File: src/stxe_pkg.sv
// package for the skip, table-read and xor execution unit
// assumes one clock domain; all users write stxe_pkg::name
package stxe_pkg;
  // data memory address width
  localparam int DAW = 12;
  // program memory address width
  localparam int PAW = 16;
  // program word width
  localparam int PWW = 16;
  // page bits above the low pointer
  localparam int PGW = PAW - 8;
  // all-ones page selects the last page
  localparam logic [PGW-1:0] LAST_PAGE = {PGW{1'b1}};
  // register bus address width
  localparam int RAW = 4;
  // register offsets
  localparam logic [RAW-1:0] REG_ACCUM = 4'h0;
  localparam logic [RAW-1:0] REG_TPL = 4'h1;
  localparam logic [RAW-1:0] REG_TPH = 4'h2;
  localparam logic [RAW-1:0] REG_THB = 4'h3;
  localparam logic [RAW-1:0] REG_STAT = 4'h4;
  // status field positions
  localparam int STAT_Z = 0;
  localparam int STAT_BUSY = 1;
  // reset values
  localparam logic [7:0] RST_BYTE = 8'h00;
  // instruction codes
  typedef enum logic [3:0] {
    OP_SZ = 4'h0,
    OP_SZA = 4'h1,
    OP_SZB = 4'h2,
    OP_TRS = 4'h3,
    OP_TRL = 4'h4,
    OP_ITRS = 4'h5,
    OP_ITRL = 4'h6,
    OP_XA = 4'h7,
    OP_XM = 4'h8
  } stxe_op_t;
  // execution states
  typedef enum logic [1:0] {
    ST_IDLE = 2'b00,
    ST_FETCH = 2'b01,
    ST_EXEC = 2'b10,
    ST_DUMMY = 2'b11
  } stxe_state_t;
  // instruction issue
  typedef struct packed {
    logic valid;
    stxe_op_t op;
    logic [DAW-1:0] addr;
    logic [2:0] bit_sel;
  } stxe_cmd_t;
  // completion report
  typedef struct packed {
    logic done;
    logic skip;
  } stxe_done_t;
  // data memory request
  typedef struct packed {
    logic rd;
    logic wr;
    logic [DAW-1:0] addr;
    logic [7:0] wdata;
  } stxe_dreq_t;
endpackage

File: src/stxe_rst_sync.sv
// reset release synchroniser
// assumes rst_n is asynchronous to mclk
`timescale 1ns/1ps
module stxe_rst_sync (
  input wire logic mclk,
  input wire logic rst_n,
  output logic rst_sync_n
);
  // first stage, read only by the second
  logic meta_r;
  // two-stage release, assert at once
  always_ff @(posedge mclk or negedge rst_n) begin
    if (!rst_n) begin
      meta_r <= 1'b0;
      rst_sync_n <= 1'b0;
    end else begin
      meta_r <= 1'b1;
      rst_sync_n <= meta_r;
    end
  end
endmodule

File: src/stxe_alu.sv
// combinational datapath: skip test, xor, zero, result byte
// assumes operands are stable during the execute state
`timescale 1ns/1ps
module stxe_alu (
  input wire stxe_pkg::stxe_op_t op,
  input wire logic [7:0] accum,
  input wire logic [7:0] mem,
  input wire logic [2:0] bit_sel,
  input wire logic [7:0] pword_lo,
  output logic [7:0] res,
  output logic skip,
  output logic zero
);
  // xor of accumulator and memory byte
  logic [7:0] x;
  assign x = accum ^ mem;
  assign zero = (x == 8'h00);
  // result byte and skip decision per op
  always_comb begin
    res = mem;
    skip = 1'b0;
    case (op)
      stxe_pkg::OP_SZ, stxe_pkg::OP_SZA: begin
        skip = (mem == 8'h00);
      end
      stxe_pkg::OP_SZB: begin
        skip = ~mem[bit_sel];
      end
      stxe_pkg::OP_TRS, stxe_pkg::OP_TRL,
      stxe_pkg::OP_ITRS, stxe_pkg::OP_ITRL: begin
        res = pword_lo;
      end
      stxe_pkg::OP_XA, stxe_pkg::OP_XM: begin
        res = x;
      end
      default: begin
        res = mem;
      end
    endcase
  end
endmodule

File: src/stxe_core.sv
// execution unit for zero skips, table reads and xor
// assumes one-cycle read latency on data and program memory
//
// The placing of the registers and the strobed register port were left to the implementer.
`timescale 1ns/1ps
module stxe_core (
  input wire logic mclk,
  input wire logic rst_n,
  input wire stxe_pkg::stxe_cmd_t cmd,
  output logic cmd_ready_r,
  output stxe_pkg::stxe_done_t done_r,
  output stxe_pkg::stxe_dreq_t dreq_r,
  input wire logic [7:0] dmem_rdata,
  output logic pmem_rd_r,
  output logic [stxe_pkg::PAW-1:0] pmem_addr_r,
  input wire logic [stxe_pkg::PWW-1:0] pmem_rdata,
  input wire logic [stxe_pkg::RAW-1:0] reg_addr,
  input wire logic [7:0] reg_wdata,
  input wire logic reg_wr,
  input wire logic reg_rd,
  output logic [7:0] reg_rdata_r
);
  // op is one of the table reads
  function automatic logic is_table(input stxe_pkg::stxe_op_t op);
    is_table = (op == stxe_pkg::OP_TRS) || (op == stxe_pkg::OP_TRL) ||
               (op == stxe_pkg::OP_ITRS) || (op == stxe_pkg::OP_ITRL);
  endfunction

  // op pre-increments the low pointer
  function automatic logic is_incr(input stxe_pkg::stxe_op_t op);
    is_incr = (op == stxe_pkg::OP_ITRS) || (op == stxe_pkg::OP_ITRL);
  endfunction

  // op reads the last page
  function automatic logic is_last(input stxe_pkg::stxe_op_t op);
    is_last = (op == stxe_pkg::OP_TRL) || (op == stxe_pkg::OP_ITRL);
  endfunction

  // op writes data memory at execute
  function automatic logic is_mwr(input stxe_pkg::stxe_op_t op);
    is_mwr = (op == stxe_pkg::OP_SZ) || (op == stxe_pkg::OP_XM) || is_table(op);
  endfunction

  // op writes the accumulator
  function automatic logic is_awr(input stxe_pkg::stxe_op_t op);
    is_awr = (op == stxe_pkg::OP_SZA) || (op == stxe_pkg::OP_XA);
  endfunction

  // op updates the zero flag
  function automatic logic is_xor(input stxe_pkg::stxe_op_t op);
    is_xor = (op == stxe_pkg::OP_XA) || (op == stxe_pkg::OP_XM);
  endfunction

  // synchronised reset
  logic rst_sync_n;
  // state and its next value
  stxe_pkg::stxe_state_t state_r;
  stxe_pkg::stxe_state_t state_nxt;
  // latched instruction fields
  stxe_pkg::stxe_op_t op_r;
  logic [2:0] bit_r;
  // programmer-visible registers
  logic [7:0] accum_r;
  logic z_r;
  logic [7:0] tpl_r;
  logic [7:0] tph_r;
  logic [7:0] thb_r;
  // accept strobe
  logic go;
  // low pointer seen by the read
  logic [7:0] tpl_use;
  // datapath outputs
  logic [7:0] alu_res;
  logic alu_skip;
  logic alu_zero;
  // execute-cycle and accept-cycle update strobes
  logic ex;
  logic ex_awr;
  logic ex_zwr;
  logic go_inc;

  // reset release
  stxe_rst_sync u_rst (
    .mclk(mclk),
    .rst_n(rst_n),
    .rst_sync_n(rst_sync_n)
  );

  // skip test, xor and result byte
  stxe_alu u_alu (
    .op(op_r),
    .accum(accum_r),
    .mem(dmem_rdata),
    .bit_sel(bit_r),
    .pword_lo(pmem_rdata[7:0]),
    .res(alu_res),
    .skip(alu_skip),
    .zero(alu_zero)
  );

  assign go = cmd.valid && cmd_ready_r;
  assign ex = (state_r == stxe_pkg::ST_EXEC);
  assign ex_awr = ex && is_awr(op_r);
  assign ex_zwr = ex && is_xor(op_r);
  assign go_inc = go && is_incr(cmd.op);
  assign tpl_use = go_inc ? 8'(tpl_r + 8'h01) : tpl_r;

  // next state
  always_comb begin
    state_nxt = state_r;
    case (state_r)
      stxe_pkg::ST_IDLE: begin
        if (go) begin
          state_nxt = stxe_pkg::ST_FETCH;
        end
      end
      stxe_pkg::ST_FETCH: begin
        state_nxt = stxe_pkg::ST_EXEC;
      end
      stxe_pkg::ST_EXEC: begin
        // dummy cycle only on a taken skip
        // untaken skip returns straight to idle
        state_nxt = alu_skip ? stxe_pkg::ST_DUMMY : stxe_pkg::ST_IDLE;
      end
      stxe_pkg::ST_DUMMY: begin
        state_nxt = stxe_pkg::ST_IDLE;
      end
      default: begin
        state_nxt = stxe_pkg::ST_IDLE;
      end
    endcase
  end

  // state register and ready
  always_ff @(posedge mclk or negedge rst_sync_n) begin
    if (!rst_sync_n) begin
      state_r <= stxe_pkg::ST_IDLE;
      cmd_ready_r <= 1'b0;
    end else begin
      state_r <= state_nxt;
      cmd_ready_r <= (state_nxt == stxe_pkg::ST_IDLE);
    end
  end

  // latch the instruction on accept
  always_ff @(posedge mclk or negedge rst_sync_n) begin
    if (!rst_sync_n) begin
      op_r <= stxe_pkg::OP_SZ;
      bit_r <= 3'h0;
    end else if (go) begin
      op_r <= cmd.op;
      bit_r <= cmd.bit_sel;
    end
  end

  // data memory request
  always_ff @(posedge mclk or negedge rst_sync_n) begin
    if (!rst_sync_n) begin
      dreq_r <= '0;
    end else begin
      dreq_r.rd <= go && !is_table(cmd.op);
      dreq_r.wr <= ex && is_mwr(op_r);
      if (go) begin
        dreq_r.addr <= cmd.addr;
      end
      if (ex) begin
        dreq_r.wdata <= alu_res;
      end
    end
  end

  // program memory request
  always_ff @(posedge mclk or negedge rst_sync_n) begin
    if (!rst_sync_n) begin
      pmem_rd_r <= 1'b0;
      pmem_addr_r <= '0;
    end else begin
      pmem_rd_r <= go && is_table(cmd.op);
      if (go && is_table(cmd.op)) begin
        if (is_last(cmd.op)) begin
          pmem_addr_r <= {stxe_pkg::LAST_PAGE, tpl_use};
        end else begin
          pmem_addr_r <= {tph_r[stxe_pkg::PGW-1:0], tpl_use};
        end
      end
    end
  end

  // completion report
  always_ff @(posedge mclk or negedge rst_sync_n) begin
    if (!rst_sync_n) begin
      done_r <= '0;
    end else begin
      done_r.done <= ex;
      done_r.skip <= ex && alu_skip;
    end
  end

  // accumulator: instruction wins over software
  always_ff @(posedge mclk or negedge rst_sync_n) begin
    if (!rst_sync_n) begin
      accum_r <= stxe_pkg::RST_BYTE;
    end else if (ex_awr) begin
      accum_r <= (op_r == stxe_pkg::OP_SZA) ? dmem_rdata : alu_res;
    end else if (reg_wr && reg_addr == stxe_pkg::REG_ACCUM) begin
      accum_r <= reg_wdata;
    end
  end

  // zero flag
  always_ff @(posedge mclk or negedge rst_sync_n) begin
    if (!rst_sync_n) begin
      z_r <= 1'b0;
    end else if (ex_zwr) begin
      z_r <= alu_zero;
    end else if (reg_wr && reg_addr == stxe_pkg::REG_STAT) begin
      z_r <= reg_wdata[stxe_pkg::STAT_Z];
    end
  end

  // table pointers
  always_ff @(posedge mclk or negedge rst_sync_n) begin
    if (!rst_sync_n) begin
      tpl_r <= stxe_pkg::RST_BYTE;
      tph_r <= stxe_pkg::RST_BYTE;
    end else begin
      if (go_inc) begin
        tpl_r <= tpl_use;
      end else if (reg_wr && reg_addr == stxe_pkg::REG_TPL) begin
        tpl_r <= reg_wdata;
      end
      if (reg_wr && reg_addr == stxe_pkg::REG_TPH) begin
        tph_r <= reg_wdata;
      end
    end
  end

  // table high byte
  always_ff @(posedge mclk or negedge rst_sync_n) begin
    if (!rst_sync_n) begin
      thb_r <= stxe_pkg::RST_BYTE;
    end else if (ex && is_table(op_r)) begin
      thb_r <= pmem_rdata[15:8];
    end else if (reg_wr && reg_addr == stxe_pkg::REG_THB) begin
      thb_r <= reg_wdata;
    end
  end

  // register read, data in the next cycle only
  always_ff @(posedge mclk or negedge rst_sync_n) begin
    if (!rst_sync_n) begin
      reg_rdata_r <= 8'h00;
    end else if (reg_rd) begin
      case (reg_addr)
        stxe_pkg::REG_ACCUM: reg_rdata_r <= accum_r;
        stxe_pkg::REG_TPL: reg_rdata_r <= tpl_r;
        stxe_pkg::REG_TPH: reg_rdata_r <= tph_r;
        stxe_pkg::REG_THB: reg_rdata_r <= thb_r;
        stxe_pkg::REG_STAT: begin
          reg_rdata_r <= {6'h00, (state_r != stxe_pkg::ST_IDLE), z_r};
        end
        default: reg_rdata_r <= 8'h00;
      endcase
    end else begin
      reg_rdata_r <= 8'h00;
    end
  end
endmodule

File: config.mk
export PLATFORM = sky130hd
export DESIGN_NAME = stxe_core
export DESIGN_NICKNAME = d
export VERILOG_FILES = /design/src/stxe_pkg.sv /design/src/stxe_rst_sync.sv /design/src/stxe_alu.sv /design/src/stxe_core.sv
export SDC_FILE = /design/constraint.sdc
export NUM_CORES = 1
export LEC_CHECK = 0
export ABC_CLOCK_PERIOD_IN_PS = 2730
export BUFFER_PORTS_ARGS = -buffer_cell sky130_fd_sc_hd__buf_2
export CAP_MARGIN = 25
export CORE_MARGIN = 8
export CORE_UTILIZATION = 45
export DETAILED_ROUTE_END_ITERATION = 8
export PLACE_DENSITY = 0.69
export REMOVE_ABC_BUFFERS = 1
export SLEW_MARGIN = 20
export SYNTH_ARGS = -nofsm -noshare
export SYNTH_HDL_FRONTEND = slang
export SYNTH_HIERARCHICAL = 1
export SYNTH_SLANG_ARGS = --single-unit
File: constraint.sdc
create_clock -name mclk -period 2.73 [get_ports mclk]
set_input_delay 0.273 -clock mclk [delete_from_list [all_inputs] [get_ports mclk]]
set_output_delay 0.273 -clock mclk [all_outputs]
set_load 0.02 [all_outputs]
Yosys cells after proc, flatten, opt, wreduce, memory -nomap -nowiden
Index checks and enable logic that the tools add are counted.
{"block": "op_classes", "n_addsub": 1, "mul": 0, "n_div": 0, "order_cmp": 1, "eq_ne": 19, "shift": 0, "n_mux": 20, "n_bitwise": 2, "reduce_logical": 41}
{"operator": "$mux W8", "n": 9}
{"operator": "$pmux W8 S5", "n": 1}
{"operator": "$eq A4 B3 Y1 const B", "n": 8}
{"operator": "$eq A4 B2 Y1 const B", "n": 5}
{"operator": "$logic_not A8 Y1", "n": 2}
{"operator": "$mux W16", "n": 1}
{"operator": "$pmux W8 S2", "n": 1}
{"operator": "$logic_and A1 B1 Y1", "n": 14}
{"operator": "$logic_or A1 B1 Y1", "n": 12}
{"operator": "$reduce_bool A2 Y1", "n": 5}
{"operator": "$add A8 B1 Y8 const B", "n": 1}
{"operator": "$eq A4 B1 Y1 const B", "n": 2}
{"operator": "$logic_not A4 Y1", "n": 2}
{"operator": "$pmux W2 S4", "n": 1}
{"operator": "$xor A8 B8 Y8", "n": 1}
{"operator": "$eq A2 B2 Y1 const B", "n": 2}
{"operator": "$eq A4 B4 Y1 const B", "n": 1}
{"operator": "$logic_not A2 Y1", "n": 2}
{"operator": "$lt A3 B4 Y1 const B", "n": 1}
{"operator": "$mux W2", "n": 2}
{"operator": "$reduce_or A2 Y1", "n": 2}
{"operator": "$reduce_or A4 Y1", "n": 1}
{"operator": "$bmux W1 S3", "n": 1}
{"operator": "$mux W1", "n": 3}
{"operator": "4 further kinds", "n": 4}
{"block": "totals", "reg_bits": 94, "latchBits": 0, "ram_bits": 0, "mem_bits_ro": 0, "out_inout_bits": 50, "word_cells": 104, "mem_count": 0}

Longest topological paths before layout
Gate-level depths: netlist of run 1.
{"block": "logic_depth", "depth_word": 7, "ltp_mapped": 7, "depth_no_buf": 6}

Hierarchy
The synthesis of run 1 kept the hierarchy.
{"module": "stxe_core", "instances": 1, "cells_each": 377, "area_per_inst_um2": 4360.4}
{"module": "stxe_alu", "instances": 1, "cells_each": 63, "area_per_inst_um2": 475.5}
{"module": "stxe_rst_sync", "instances": 1, "cells_each": 3, "area_per_inst_um2": 53.8}

Worst setup path after synthesis of run 1
OpenSTA, ideal clock, no wires.
{"block": "synth_path", "kind": "register to register", "startpoint": "reg op_r[0]", "endpoint": "reg accum_r[3]", "setup_time_ns": 0.139, "arrival_ns": 1.680, "required_time_ns": 2.591, "slack_ns": 0.911, "stages_incl_launch_ff": 7, "synth_period_minus_slack_ns": 1.819, "cell_sequence": "dfrtp_1 or4b_4 o211ai_4 o21ai_1 a221o_1 mux2i_1 mux2i_1"}
{"block": "synth_via", "elab_chain_cells": 5, "elab_cells_between_ends": 15, "classes_between": "eq/ne: 7; mux: 3; reduce/logical: 5"}
{"element": "start, declared", "line_no": "stxe_core.sv:60", "text": "stxe_pkg::stxe_op_t op_r;"}
{"element": "start signal, assigned", "line_no": "stxe_core.sv:148", "text": "op_r <= stxe_pkg::OP_SZ;"}
{"element": "start signal, assigned", "line_no": "stxe_core.sv:151", "text": "op_r <= cmd.op;"}
{"element": "$eq A4 B2 Y1 (tied with other cells)", "line_no": "stxe_alu.sv:22", "text": "case (op)"}
{"element": "$reduce_or A4 Y1 or $reduce_or A2 Y1 (tied branches)", "line_no": "stxe_alu.sv:22"}
{"element": "$pmux W8 S2 (*)", "line_no": "stxe_alu.sv:22"}
{"element": "net alu_res[3]", "line_no": "stxe_core.sv:73", "text": "logic [7:0] alu_res;"}
{"element": "$mux W8 (*)", "line_no": "stxe_core.sv:204", "text": "accum_r <= (op_r == stxe_pkg::OP_SZA) ? dmem_rdata : alu_res;"}
{"element": "$mux W8 (*)", "line_no": "stxe_core.sv:203", "text": "end else if (ex_awr) begin"}
{"element": "end signal, assigned", "line_no": "stxe_core.sv:202", "text": "accum_r <= stxe_pkg::RST_BYTE;"}
{"element": "end signal, assigned", "line_no": "stxe_core.sv:204"}
{"element": "end signal, assigned", "line_no": "stxe_core.sv:206", "text": "accum_r <= reg_wdata;"}
{"element": "end, declared", "line_no": "stxe_core.sv:63", "text": "logic [7:0] accum_r;"}
The timed path passes the listed nets; every way through them passes the cells marked *.
A chain may end at the register's enable or synchronous reset.

Worst setup path in the final report of run 1
{"block": "layout_path", "startpoint": "reg op_r[2]", "endpoint": "reg accum_r[5]"}
Same word-level chain as after synthesis.

==> results of run 1 <==
## registers in the layout, summed over array words and instances, names as in the netlist, 4 cells and up
register     count
op_r             4
tph_r            8
dreq_r          22
pmem_addr_r     16
accum_r          8
reg_rdata_r      8
thb_r            8
tpl_r            8
## final cells by class
cell class | instances | area [um2]
Fill cell | 1005 | 4940
Tap cell | 140 | 175
Clock inverter | 6 | 70.1
Inverter | 13 | 48.8
Clock buffer | 10 | 138
Multi-Input combinational cell | 317 | 2400
Sequential cell | 94 | 2360
Timing Repair Buffer | 116 | 613
## per-layer routing
layer / up-vias / global-route usage / share of wire / wire (um)
met3: 16 / 0.0601 / 0.083 / 1060
met1: 1880 / 0.228 / 0.42 / 5300
li1: 1819 / - / - / -
met5: - / 0 / 0.00079 / 10
met2: 123 / 0.286 / 0.48 / 6170
met4: 2 / 0.0742 / 0.015 / 190
## logic make-up after synthesis
kind of cell | Yosys count | share of synthesized area
xor+xnor | 9 | 0.0177
buf+inv | 32 | 0.0292
other cells | 1 | 0.000767
flops | 94 | 0.481
compound gates | 78 | 0.120
mux | 74 | 0.182
fa+ha+maj | 1 | 0.00256
simple gates | 154 | 0.167
## through the flow
| step | cells | setup TNS [ns] | worst slack (ns) |
|---|---|---|---|
| after CTS | 696 | 0 | 0.628 |
| after floorplan | 424 | -7.56 | -0.0822 |
| final | 696 | 0 | 0.625 |
| after detailed placement | 679 | 0 | 0.648 |
| after global placement | 679 | 0 | 0.722 |
| after global routing | 696 | 0 | 0.488 |
## power groups by stage
stage          clock network, mW  registers [mW]  logic [mW]
4_1_cts                     1.00            2.45        2.46
2_1_floorplan                  0            2.71        1.36
5_1_grt                     1.05            2.53        2.66
3_5_place_dp                   0            2.48        2.45
6_report                   0.966            2.45        2.43
3_3_place_gp                   0            2.43        2.39
## worst paths after layout
kind,slack (ns),startpoint,end
worst min-delay path,0.12,cmd[14],dreq_r[19]
max in group asynchronous,1.73,u_rst/rst_sync_n,accum_r[6]
worst max-delay path,0.63,op_r[2],accum_r[5]
min in group asynchronous,0.20,rst_n,u_rst/rst_sync_n
worst max register to register,0.63,op_r[2],accum_r[5]
worst min register to register,0.34,u_rst/rst_sync_n,dreq_r[21]
## cell usage in the layout (no fill, tap or decap), drive strengths merged, types with 7 or more instances in the layout
cell    synthesis  routed
mux2i          35      35
a221o          13      13
nand2          42      42
xnor2           7       7
o21ai          14      14
dfrtp          94      94
and3            8       8
nor2b           7       7
buf            14     115
nor2           52      52
inv            13      14
clkbuf          5      10
nor3           11      11
mux4            9       9
mux2           30      30
nand3           9       9
a21oi          26      26
==> impl_metrics.sql, run 1 <==
INSERT INTO impl_metrics (metric_group, metric, value, unit) VALUES
('status', 'outcome', 'complete, no violations', ''),
('placement', 'placed_area', '0.00559', 'mm2'),
('sta', 'hold_violations', '0', ''),
('clock_tree', 'clk_latency', '0.38', 'ns'),
('global_route', 'gr-usage-all-layers', '0.182', ''),
('floorplan', 'die_w', '120', 'um'),
('power', 'switching_share', '0.407', ''),
('sta', 'worst_clock_skew', '0.00704', 'ns'),
('clock_tree', 'cts.hold.buffers_added', '1', ''),
('power', 'pwr_density_cell', '1010', 'mW/mm2'),
('global_route', 'vias_in_the_first_global_route', '3905', ''),
('synthesis', 'synth_top_area_share', '0.481', ''),
('finish', 'num_antenna_cells', '0', ''),
('clock_tree', 'post-cts-setup-buffers', '0', ''),
('worst_setup_path', 'critical_path_arrival', '2.35', 'ns'),
('power', 'leakage', '2.71', 'nW'),
('sta', 'worst-slew-pin-transition', '0.727', 'ns'),
('floorplan', 'core', '0.0107', 'mm2'),
('route', 'wl_per_cell', '18.3', 'um'),
('global_route', 'antenna_found_initial', '1', ''),
('worst_setup_path', 'path_cells', 'or4b_4 > o211ai_4 > o21ai_1 > a221o_1 > mux2i_1 > mux2i_1', ''),
('worst_setup_path', 'max_stage_delay', '0.61', 'ns'),
('route', 'drt_wl_total', '12.7', 'mm'),
('route', 'detailedRoute.firstIterationViolations', '326', ''),
('finish', 'final_core_utilization', '0.540', ''),
('power', 'vdd_ir_drop_max', '564', 'uV'),
('worst_setup_path', 'cp_top_family', 'compound AO/OA/AOI/OAI gates', ''),
('clock_tree', 'cts_num_sinks', '94', ''),
('synthesis', 'synth_flop_cell', 'dfrtp_1', ''),
('clock_tree', 'clk_tree_root_cell', 'clkbuf_8', ''),
('worst_setup_path', 'critPathRequiredTime', '2.98', 'ns'),
('worst_setup_path', 'worst-setup-path-type', 'flop to flop', ''),
('finish', 'finish.instance_area', '0.00580', 'mm2'),
('sta', 'final_cycle_utilization_of_the_critical_path', '0.771', ''),
('worst_setup_path', 'worst_setup_end_kind', 'flop', ''),
('power', 'switchingPower', '2.38', 'mW'),
('synthesis', 'synth.yosys.warnings', '6', ''),
('run', 'timing.max_cap.violations', '0', ''),
('placement', 'buffer_ports.inserted', '109', ''),
('synthesis', 'synth_enable_flop_cells', '0', ''),
('route', 'dr.pass1.iters', '7', ''),
('sta', 'setup_failing_eps_final', '0', ''),
('power', 'cellInternalPower', '3.47', 'mW'),
('worst_hold_path', 'hold_depth', '2', ''),
('worst_setup_path', 'worst-path-buf-inv', '0', ''),
('sta', 'whs', '0.117', 'ns'),
('global_route', 'global_route_wire_length_before_repair', '20.6', 'mm'),
('floorplan', 'design.portCount', '110', ''),
('floorplan', 'die_area', '0.0145', 'mm2'),
('global_route', 'grt_max_degree', '51', ''),
('power', 'report.power.total', '5.84', 'mW'),
('floorplan', 'fp.dieH', '120', 'um'),
('synthesis', 'most_instantiated_library_cell_after_synthesis', 'dfrtp_1', ''),
('route', 'drt-vias-per-instance', '5.52', ''),
('synthesis', 'synth.yosys.seq_area_share', '0.481', ''),
('finish', 'layout-drive-gt1-share', '0.349', ''),
('floorplan', 'fp-row-count', '38', ''),
('placement', 'routabilityCongestion', '0.891', ''),
('synthesis', 'synth-async-reset-ratio', '1.00', ''),
('finish', 'syn_to_layout_area_delta', '18.7', '%'),
('synthesis', 'post_synth_num_cell_types', '67', ''),
('power', 'power_frac_clock', '0.165', ''),
('synthesis', 'syn_avg_cell_area', '11.0', 'um2'),
('power', 'power_share_of_the_combinational_group', '0.416', ''),
('sta', 'timing.slew.headroom', '0.501', ''),
('synthesis', 'synth_common_cells', 'dfrtp_1, nor2_1, nand2_1', ''),
('floorplan', 'initial_standard_cell_utilization_of_the_core', '0.455', ''),
('worst_setup_path', 'cp_common_cell', 'mux2i_1', ''),
('sta', 'shortest_clock_period_the_worst_path_allows_after_layout', '2.10', 'ns'),
('global_route', 'gr-total-overflow', '0', ''),
('clock_tree', 'path_clk_slew', '0.09', 'ns');
Note: power is estimated with default switching activity, not from simulation.
==> inputs of run 2 (changes only) <==
--- a/config.mk
+++ b/config.mk
@@ -5,7 +5,7 @@
 export SDC_FILE = /design/constraint.sdc
 export NUM_CORES = 1
 export LEC_CHECK = 0
-export ABC_CLOCK_PERIOD_IN_PS = 2730
+export ABC_CLOCK_PERIOD_IN_PS = 1800
 export BUFFER_PORTS_ARGS = -buffer_cell sky130_fd_sc_hd__buf_2
 export CAP_MARGIN = 25
 export CORE_MARGIN = 8
==> constraint.sdc (replaced) <==
create_clock -name mclk -period 1.8 [get_ports mclk]
set_input_delay 0.18 -clock mclk [delete_from_list [all_inputs] [get_ports mclk]]
set_output_delay 0.18 -clock mclk [all_outputs]
set_load 0.02 [all_outputs]
==> run 2 against run 1 <==
Against the previous run: sequential power grew 46%; final area increased by 4.4%; critical endpoint is now accum_r[3]; combinational power rose by 72%; die area unchanged; utilization rose by 2.4 points; clock power increased by 50%; power is 58% higher; fmax grew 11%; register-to-register slack worse by 0.73 ns; critical path depth stayed put; sequential share of layout area shrank 1.7 points; wire length rose by 4.5%; the flow now finishes with violations (negative setup slack); largest cell class unchanged.
==> impl_metrics.sql, run 2 (synthesized netlist as in run 1, its figures left out) <==
INSERT INTO impl_metrics (metric_group, metric, value, unit) VALUES
('status', 'outcome', 'complete, but fails checks', ''),
('status', 'violations', 'negative setup slack', ''),
('route', 'drt-vias-per-instance', '5.63', ''),
('worst_setup_path', 'worst-path-buf-inv', '0', ''),
('worst_setup_path', 'worst_r2r_path_depth', '6', ''),
('global_route', 'gr-max-usage-layer', 'met2', ''),
('clock_tree', 'cts_tree', 'yes', ''),
('worst_setup_path', 'worst_setup_end_kind', 'flop', ''),
('floorplan', 'core', '0.0107', 'mm2'),
('route', 'dr_total_vias', '4064', ''),
('global_route', 'antenna_found_initial', '1', ''),
('finish', 'reg_top3', 'dreq_r (22), pmem_addr_r (16)', ''),
('finish', 'finish.instance_area', '0.00606', 'mm2'),
('sta', 'rsz0062_at_grt', 'true', ''),
('sta', 'worst-slew-pin-transition', '0.597', 'ns'),
('finish', 'largest_register', 'dreq_r', ''),
('global_route', 'gr-total-overflow', '0', ''),
('worst_setup_path', 'max_stage_delay', '0.56', 'ns'),
('worst_setup_path', 'critical_path_arrival', '2.14', 'ns'),
('finish', 'most-common-layout-cells', 'buf_2, dfrtp_1, nor2_1', ''),
('clock_tree', 'path_clk_slew', '0.10', 'ns'),
('finish', 'layout.cells.most_common', 'buf_2', ''),
('worst_hold_path', 'hold_depth', '2', ''),
('global_route', 'use_met3', '0.0443', ''),
('global_route', 'gr_met1_demand_resource', '0.240', ''),
('run', 'timing.max_cap.violations', '0', ''),
('route', 'drt_wl_total', '13.3', 'mm'),
('power', 'switchingPower', '3.72', 'mW'),
('sta', 'timing.fmax', '0.526', 'GHz'),
('route', 'drc', '0', ''),
('worst_setup_path', 'timing.critical_path.from_type', 'flop', ''),
('sta', 'timing.slew.headroom', '0.600', ''),
('power', 'power_share_of_the_combinational_group', '0.455', ''),
('placement', 'routabilityCongestion', '0.921', ''),
('global_route', 'vias_in_the_first_global_route', '4200', ''),
('clock_tree', 'cts_buffers', '9', ''),
('worst_setup_path', 'path_cells', 'or4b_4 > o211ai_4 > o21ai_1 > a221o_1 > mux2i_1 > mux2i_1', ''),
('floorplan', 'design.portCount', '110', ''),
('placement', 'place.detailed.instances', '702', ''),
('sta', 'worst_clock_skew', '0.0131', 'ns'),
('sta', 'hold_violations', '0', ''),
('power', 'power_frac_clock', '0.157', ''),
('worst_setup_path', 'cp_common_cell', 'mux2i_1', ''),
('finish', 'nets', '638', ''),
('placement', 'placed_area', '0.00577', 'mm2'),
('placement', 'dpl.hpwl', '10.1', 'mm'),
('placement', 'buffer_ports.inserted', '109', ''),
('route', 'wl_per_cell', '18.4', 'um'),
('finish', 'instances_no_fill', '722', ''),
('power', 'vdd_ir_drop_max', '806', 'uV'),
('worst_hold_path', 'hold_path_class', 'input port to flop', ''),
('finish', 'max_reg_flops', '22', ''),
('floorplan', 'die_w', '120', 'um'),
('power', 'cellInternalPower', '5.50', 'mW'),
('route', 'dr.pass1.iters', '4', ''),
('clock_tree', 'clk_tree_root_cell', 'clkbuf_8', ''),
('global_route', 'use_met2', '0.290', ''),
('global_route', 'global_route_wire_length_before_repair', '21.3', 'mm'),
('power', 'seq_power_share', '0.388', ''),
('sta', 'setup_failing_eps_final', '10', ''),
('sta', 'post-route-worst-setup-slack', '-0.100', 'ns'),
('finish', 'num_antenna_cells', '0', ''),
('worst_setup_path', 'worst-setup-path-type', 'flop to flop', ''),
('floorplan', 'die_area', '0.0145', 'mm2'),
('clock_tree', 'clockBufferDepth', '2', ''),
('worst_setup_path', 'critical_path_depth', '6', ''),
('route', 'final_antenna_violating_net_count', '0', ''),
('floorplan', 'fp.dieH', '120', 'um'),
('floorplan', 'fp-row-count', '38', ''),
('sta', 'maxSlewViolCount', '0', ''),
('clock_tree', 'cts_num_sinks', '94', ''),
('clock_tree', 'h-tree-depth', '3', ''),
('sta', 'shortest_clock_period_the_worst_path_allows_after_layout', '1.90', 'ns'),
('worst_setup_path', 'r2r_slack', '-0.10', 'ns'),
('worst_setup_path', 'critPathRequiredTime', '2.04', 'ns'),
('sta', 'final_cycle_utilization_of_the_critical_path', '1.06', ''),
('route', 'detailedRoute.firstIterationViolations', '287', ''),
('global_route', 'grt_max_degree', '39', ''),
('worst_setup_path', 'cpMaxStageDelayCell', 'or4b_4', ''),
('power', 'switching_share', '0.404', ''),
('power', 'pwr_density_cell', '1520', 'mW/mm2'),
('worst_setup_path', 'critPathMaxFanout', '8', ''),
('worst_setup_path', 'cp_top_family', 'compound AO/OA/AOI/OAI gates', ''),
('finish', 'layout-drive-gt1-share', '0.390', ''),
('clock_tree', 'clk_latency', '0.37', 'ns'),
('floorplan', 'initial_standard_cell_utilization_of_the_core', '0.455', ''),
('finish', 'final.fill_count', '972', ''),
('power', 'leakage', '2.85', 'nW'),
('finish', 'syn_to_layout_area_delta', '23.8', '%'),
('global_route', 'gr-usage-all-layers', '0.185', '');
-- run 2: metal layers --
metal | wire length [um] | part of all wire
met3 | 1060 | 0.080
met1 | 5600 | 0.42
met5 | 10 | 0.00075
met2 | 6330 | 0.48
met4 | 302 | 0.023
-- run 2: worst register-to-register path, delay by kind of cell (launching register included) --
kind	cells	cell delay [ns]
DFF	1	0.38
AOI/OAI and AO/OA	3	0.61
and+or+nand+nor	1	0.56
muxes	2	0.23
-- run 2: area by class of cell --
| type | instances | area, um2 | area share |
|---|---|---|---|
| Multi-Input combinational cell | 318 | 2460 | 0.407 |
| Tap cell | 140 | 175 | 0.0289 |
| Clock inverter | 5 | 58.8 | 0.00971 |
| Inverter | 13 | 48.8 | 0.00806 |
| Clock buffer | 11 | 141 | 0.0233 |
| Sequential cell | 94 | 2360 | 0.389 |
| Timing Repair Buffer | 141 | 813 | 0.134 |
-- run 2: metrics by stage --
| stage | total power [mW] | utilization | worst slack [ns] | hold WS [ns] | setup TNS [ns] |
|---|---|---|---|---|---|
| after floorplan | 6.17 | - | -1.01 | -0.116 | -105.94 |
| after global placement | 7.49 | 0.537 | -0.110 | -0.0347 | -1.06 |
| after detailed placement | 7.63 | 0.537 | -0.231 | -0.0333 | -2.65 |
| after CTS | 9.15 | 0.560 | -0.0983 | 0.0142 | -0.580 |
| after global routing | 9.80 | 0.564 | -0.193 | 0.0128 | -1.89 |
| final | 9.21 | 0.564 | -0.100 | 0.0316 | -0.664 |
-- run 2: repair_timing --
item                                    in CTS  in global routing
pin swaps                                    2                  3
hold buffers                                 1                  0
gates cloned                                 0                  1
resized for setup                            6                  7
endpoints found under the setup margin      19                 20
endpoints found under the hold margin        2                  0
setup buffers                                1                  1
-- run 2: worst paths after layout --
| path | start | endpoint |
|---|---|---|
| max | op_r[1] | accum_r[3] |
| min | cmd[9] | dreq_r[14] |
| min reg2reg | u_rst/rst_sync_n | pmem_rd_r |
| min in group asynchronous | rst_n | u_rst/rst_sync_n |
| max reg2reg | op_r[1] | accum_r[3] |
| max in group asynchronous | u_rst/rst_sync_n | reg_rdata_r[1] |
-- run 2: power by group through the flow --
stage	Combinational, mW	Sequential, mW	Clock (mW)
6_report	4.19	3.57	1.45
5_1_grt	4.55	3.69	1.56
2_1_floorplan	2.06	4.11	0
4_1_cts	4.10	3.57	1.48
3_3_place_gp	3.92	3.56	0
3_5_place_dp	4.03	3.61	0
==> inputs of run 3 (changes only) <==
--- a/config.mk
+++ b/config.mk
@@ -6,7 +6,7 @@
 export NUM_CORES = 1
 export LEC_CHECK = 0
 export ABC_CLOCK_PERIOD_IN_PS = 1800
-export BUFFER_PORTS_ARGS = -buffer_cell sky130_fd_sc_hd__buf_2
+export BUFFER_PORTS_ARGS = -buffer_cell sky130_fd_sc_hd__buf_4
 export CAP_MARGIN = 25
 export CORE_MARGIN = 8
 export CORE_UTILIZATION = 45
==> run 3 against run 2 <==
Against the previous run: the flow still finishes with violations (negative setup slack); combinational power grew 9.3%; sequential share of layout area shrank 1.9 points; first-iteration DRC count grew 7.0%; flip-flop and latch count is the same; clock-buffer cell count grew 2; critical path type unchanged.
==> impl_metrics.sql, run 3 (synthesized netlist as in run 1, its figures left out) <==
INSERT INTO impl_metrics (metric_group, metric, value, unit) VALUES
('global_route', 'gr-usage-all-layers', '0.191', ''),
('finish', 'reg_top3', 'dreq_r (22), pmem_addr_r (16)', ''),
('clock_tree', 'h-tree-depth', '3', ''),
('sta', 'setup_total_negative_slack', '-1.27', 'ns'),
('finish', 'largest_register', 'dreq_r', ''),
('power', 'switching_share', '0.384', ''),
('worst_setup_path', 'critical_path_arrival', '2.21', 'ns'),
('clock_tree', 'clk_latency', '0.38', 'ns'),
('finish', 'max_reg_flops', '22', ''),
('global_route', 'antenna_found_initial', '0', ''),
('power', 'leakage', '2.95', 'nW'),
('floorplan', 'fp-row-count', '38', ''),
('clock_tree', 'cts_buffers', '9', ''),
('route', 'drt_wl_total', '13.5', 'mm'),
('worst_setup_path', 'critPathRequiredTime', '2.06', 'ns'),
('floorplan', 'fp.dieH', '120', 'um'),
('route', 'drc', '0', ''),
('placement', 'dpl.hpwl', '10.3', 'mm'),
('finish', 'seqCellArea', '0.00236', 'mm2'),
('finish', 'final.fill_count', '951', ''),
('finish', 'instances_no_fill', '724', ''),
('worst_setup_path', 'r2r_slack', '-0.15', 'ns'),
('sta', 'rsz0062_at_grt', 'true', ''),
('clock_tree', 'cts_tree', 'yes', ''),
('status', 'violations', 'negative setup slack', ''),
('route', 'final_antenna_violating_net_count', '0', ''),
('global_route', 'vias_in_the_first_global_route', '4234', ''),
('sta', 'timing.slew.headroom', '0.601', ''),
('placement', 'place.detailed.instances', '703', ''),
('placement', 'buffer_ports.inserted', '109', ''),
('sta', 'worst_clock_skew', '0.00968', 'ns'),
('run', 'timing.max_cap.violations', '0', ''),
('placement', 'routabilityCongestion', '0.896', ''),
('power', 'vdd_ir_drop_max', '845', 'uV'),
('route', 'dr_total_vias', '3957', ''),
('power', 'power_share_of_the_combinational_group', '0.471', ''),
('route', 'wl_per_cell', '18.7', 'um'),
('power', 'report.power.total', '9.74', 'mW'),
('finish', 'nets', '640', ''),
('sta', 'hold_violations', '0', ''),
('sta', 'post-route-worst-setup-slack', '-0.153', 'ns'),
('power', 'cellInternalPower', '6.00', 'mW'),
('finish', 'layout.cells.most_common', 'buf_4', ''),
('power', 'power_frac_clock', '0.160', ''),
('route', 'drt-vias-per-instance', '5.47', ''),
('worst_setup_path', 'worst-setup-path-type', 'flop to flop', ''),
('floorplan', 'initial_standard_cell_utilization_of_the_core', '0.455', ''),
('worst_hold_path', 'hold_path_class', 'input port to flop', ''),
('finish', 'multi_input_comb_area', '0.00246', 'mm2'),
('floorplan', 'die_area', '0.0145', 'mm2'),
('worst_setup_path', 'worst_setup_end_kind', 'flop', ''),
('finish', 'most-common-layout-cells', 'buf_4, dfrtp_1, nor2_1', ''),
('finish', 'layout-drive-gt1-share', '0.385', ''),
('route', 'dr.pass1.iters', '4', ''),
('route', 'detailedRoute.firstIterationViolations', '307', ''),
('floorplan', 'die_w', '120', 'um'),
('global_route', 'grt_max_degree', '33', ''),
('sta', 'timing.fmax', '0.512', 'GHz'),
('clock_tree', 'clockBufferDepth', '2', ''),
('finish', 'syn_to_layout_area_delta', '30.2', '%'),
('power', 'switchingPower', '3.74', 'mW'),
('clock_tree', 'path_clk_slew', '0.09', 'ns'),
('clock_tree', 'clk_tree_root_cell', 'clkbuf_8', ''),
('power', 'pwr_density_cell', '1530', 'mW/mm2'),
('power', 'seq_power_share', '0.370', ''),
('finish', 'num_antenna_cells', '0', ''),
('sta', 'worst-slew-pin-transition', '0.595', 'ns'),
('sta', 'final_cycle_utilization_of_the_critical_path', '1.08', ''),
('status', 'outcome', 'complete, but fails checks', ''),
('floorplan', 'core', '0.0107', 'mm2'),
('global_route', 'global_route_wire_length_before_repair', '21.8', 'mm'),
('worst_setup_path', 'timing.critical_path.from_type', 'flop', ''),
('sta', 'shortest_clock_period_the_worst_path_allows_after_layout', '1.95', 'ns'),
('worst_setup_path', 'critPathMaxFanout', '4', ''),
('global_route', 'gr-total-overflow', '0', ''),
('finish', 'final_core_utilization', '0.593', ''),
('sta', 'maxSlewViolCount', '0', ''),
('clock_tree', 'cts_num_sinks', '94', ''),
('sta', 'whs', '0.0259', 'ns'),
('floorplan', 'design.portCount', '110', ''),
('sta', 'setup_failing_eps_final', '17', '');
run 3: final cells by class:
| class | count | share of cell area |
|---|---|---|
| clock buffers | 13 | 0.0234 |
| clock inverters | 3 | 0.0108 |
| inverters | 13 | 0.00766 |
| multi-input cells | 318 | 0.386 |
| flip-flops and latches | 94 | 0.370 |
| well taps | 140 | 0.0275 |
| repair buffers | 143 | 0.175 |
run 3: critical path, stage by stage (launching register included):
cell and delay (ns):
dfrtp_1 0.40, or4b_4 0.56, o211ai_4 0.13, buf_4 0.15, o21ai_1 0.05, a221o_1 0.32
mux2i_1 0.14, mux2i_1 0.09
run 3: power by group through the flow:
| stage | registers, mW | clock network, mW | logic, mW |
|---|---|---|---|
| detailed placement | 3.63 | 0 | 4.36 |
| finish | 3.60 | 1.56 | 4.58 |
| global placement | 3.59 | 0 | 4.26 |
| global route | 3.73 | 1.68 | 4.96 |
| floorplan | 4.11 | 0 | 2.06 |
| CTS | 3.60 | 1.60 | 4.43 |
run 3: through the flow:
| stage | cell area (um2) | setup WS, ns |
|---|---|---|
| after CTS | 6310 | -0.122 |
| after global routing | 6370 | -0.219 |
| after global placement | 6050 | -0.119 |
| final | 6370 | -0.153 |
| after floorplan | 4800 | -1.01 |
| after detailed placement | 6050 | -0.183 |
run 3: path summary, 6_finish.rpt:
path,startpoint,endpoint,depth (start not counted)
min in group asynchronous,rst_n,u_rst/rst_sync_n,2
worst max-delay path,op_r[0],accum_r[7],7
worst min register to register,u_rst/rst_sync_n,pmem_addr_r[7],0
worst max register to register,op_r[0],accum_r[7],7
max in group asynchronous,u_rst/rst_sync_n,reg_rdata_r[2],1
worst min-delay path,cmd[14],dreq_r[19],2
run 3: timing repair:
action | CTS | global route
resized for setup | 6 | 4
endpoints found under the hold margin | 2 | 0
cloned | 0 | 1
setup endpoints to repair | 19 | 21
hold buffers | 1 | 0
pin swaps | 3 | 3
setup buffers | 1 | 2
run 3: routing by layer:
metal,part of all wire,vias up,GRT usage
li1,-,1867,-
met1,0.43,1939,0.240
met2,0.48,133,0.300
met3,0.077,18,0.0541
met4,0.020,0,0.0913
met5,0,-,0
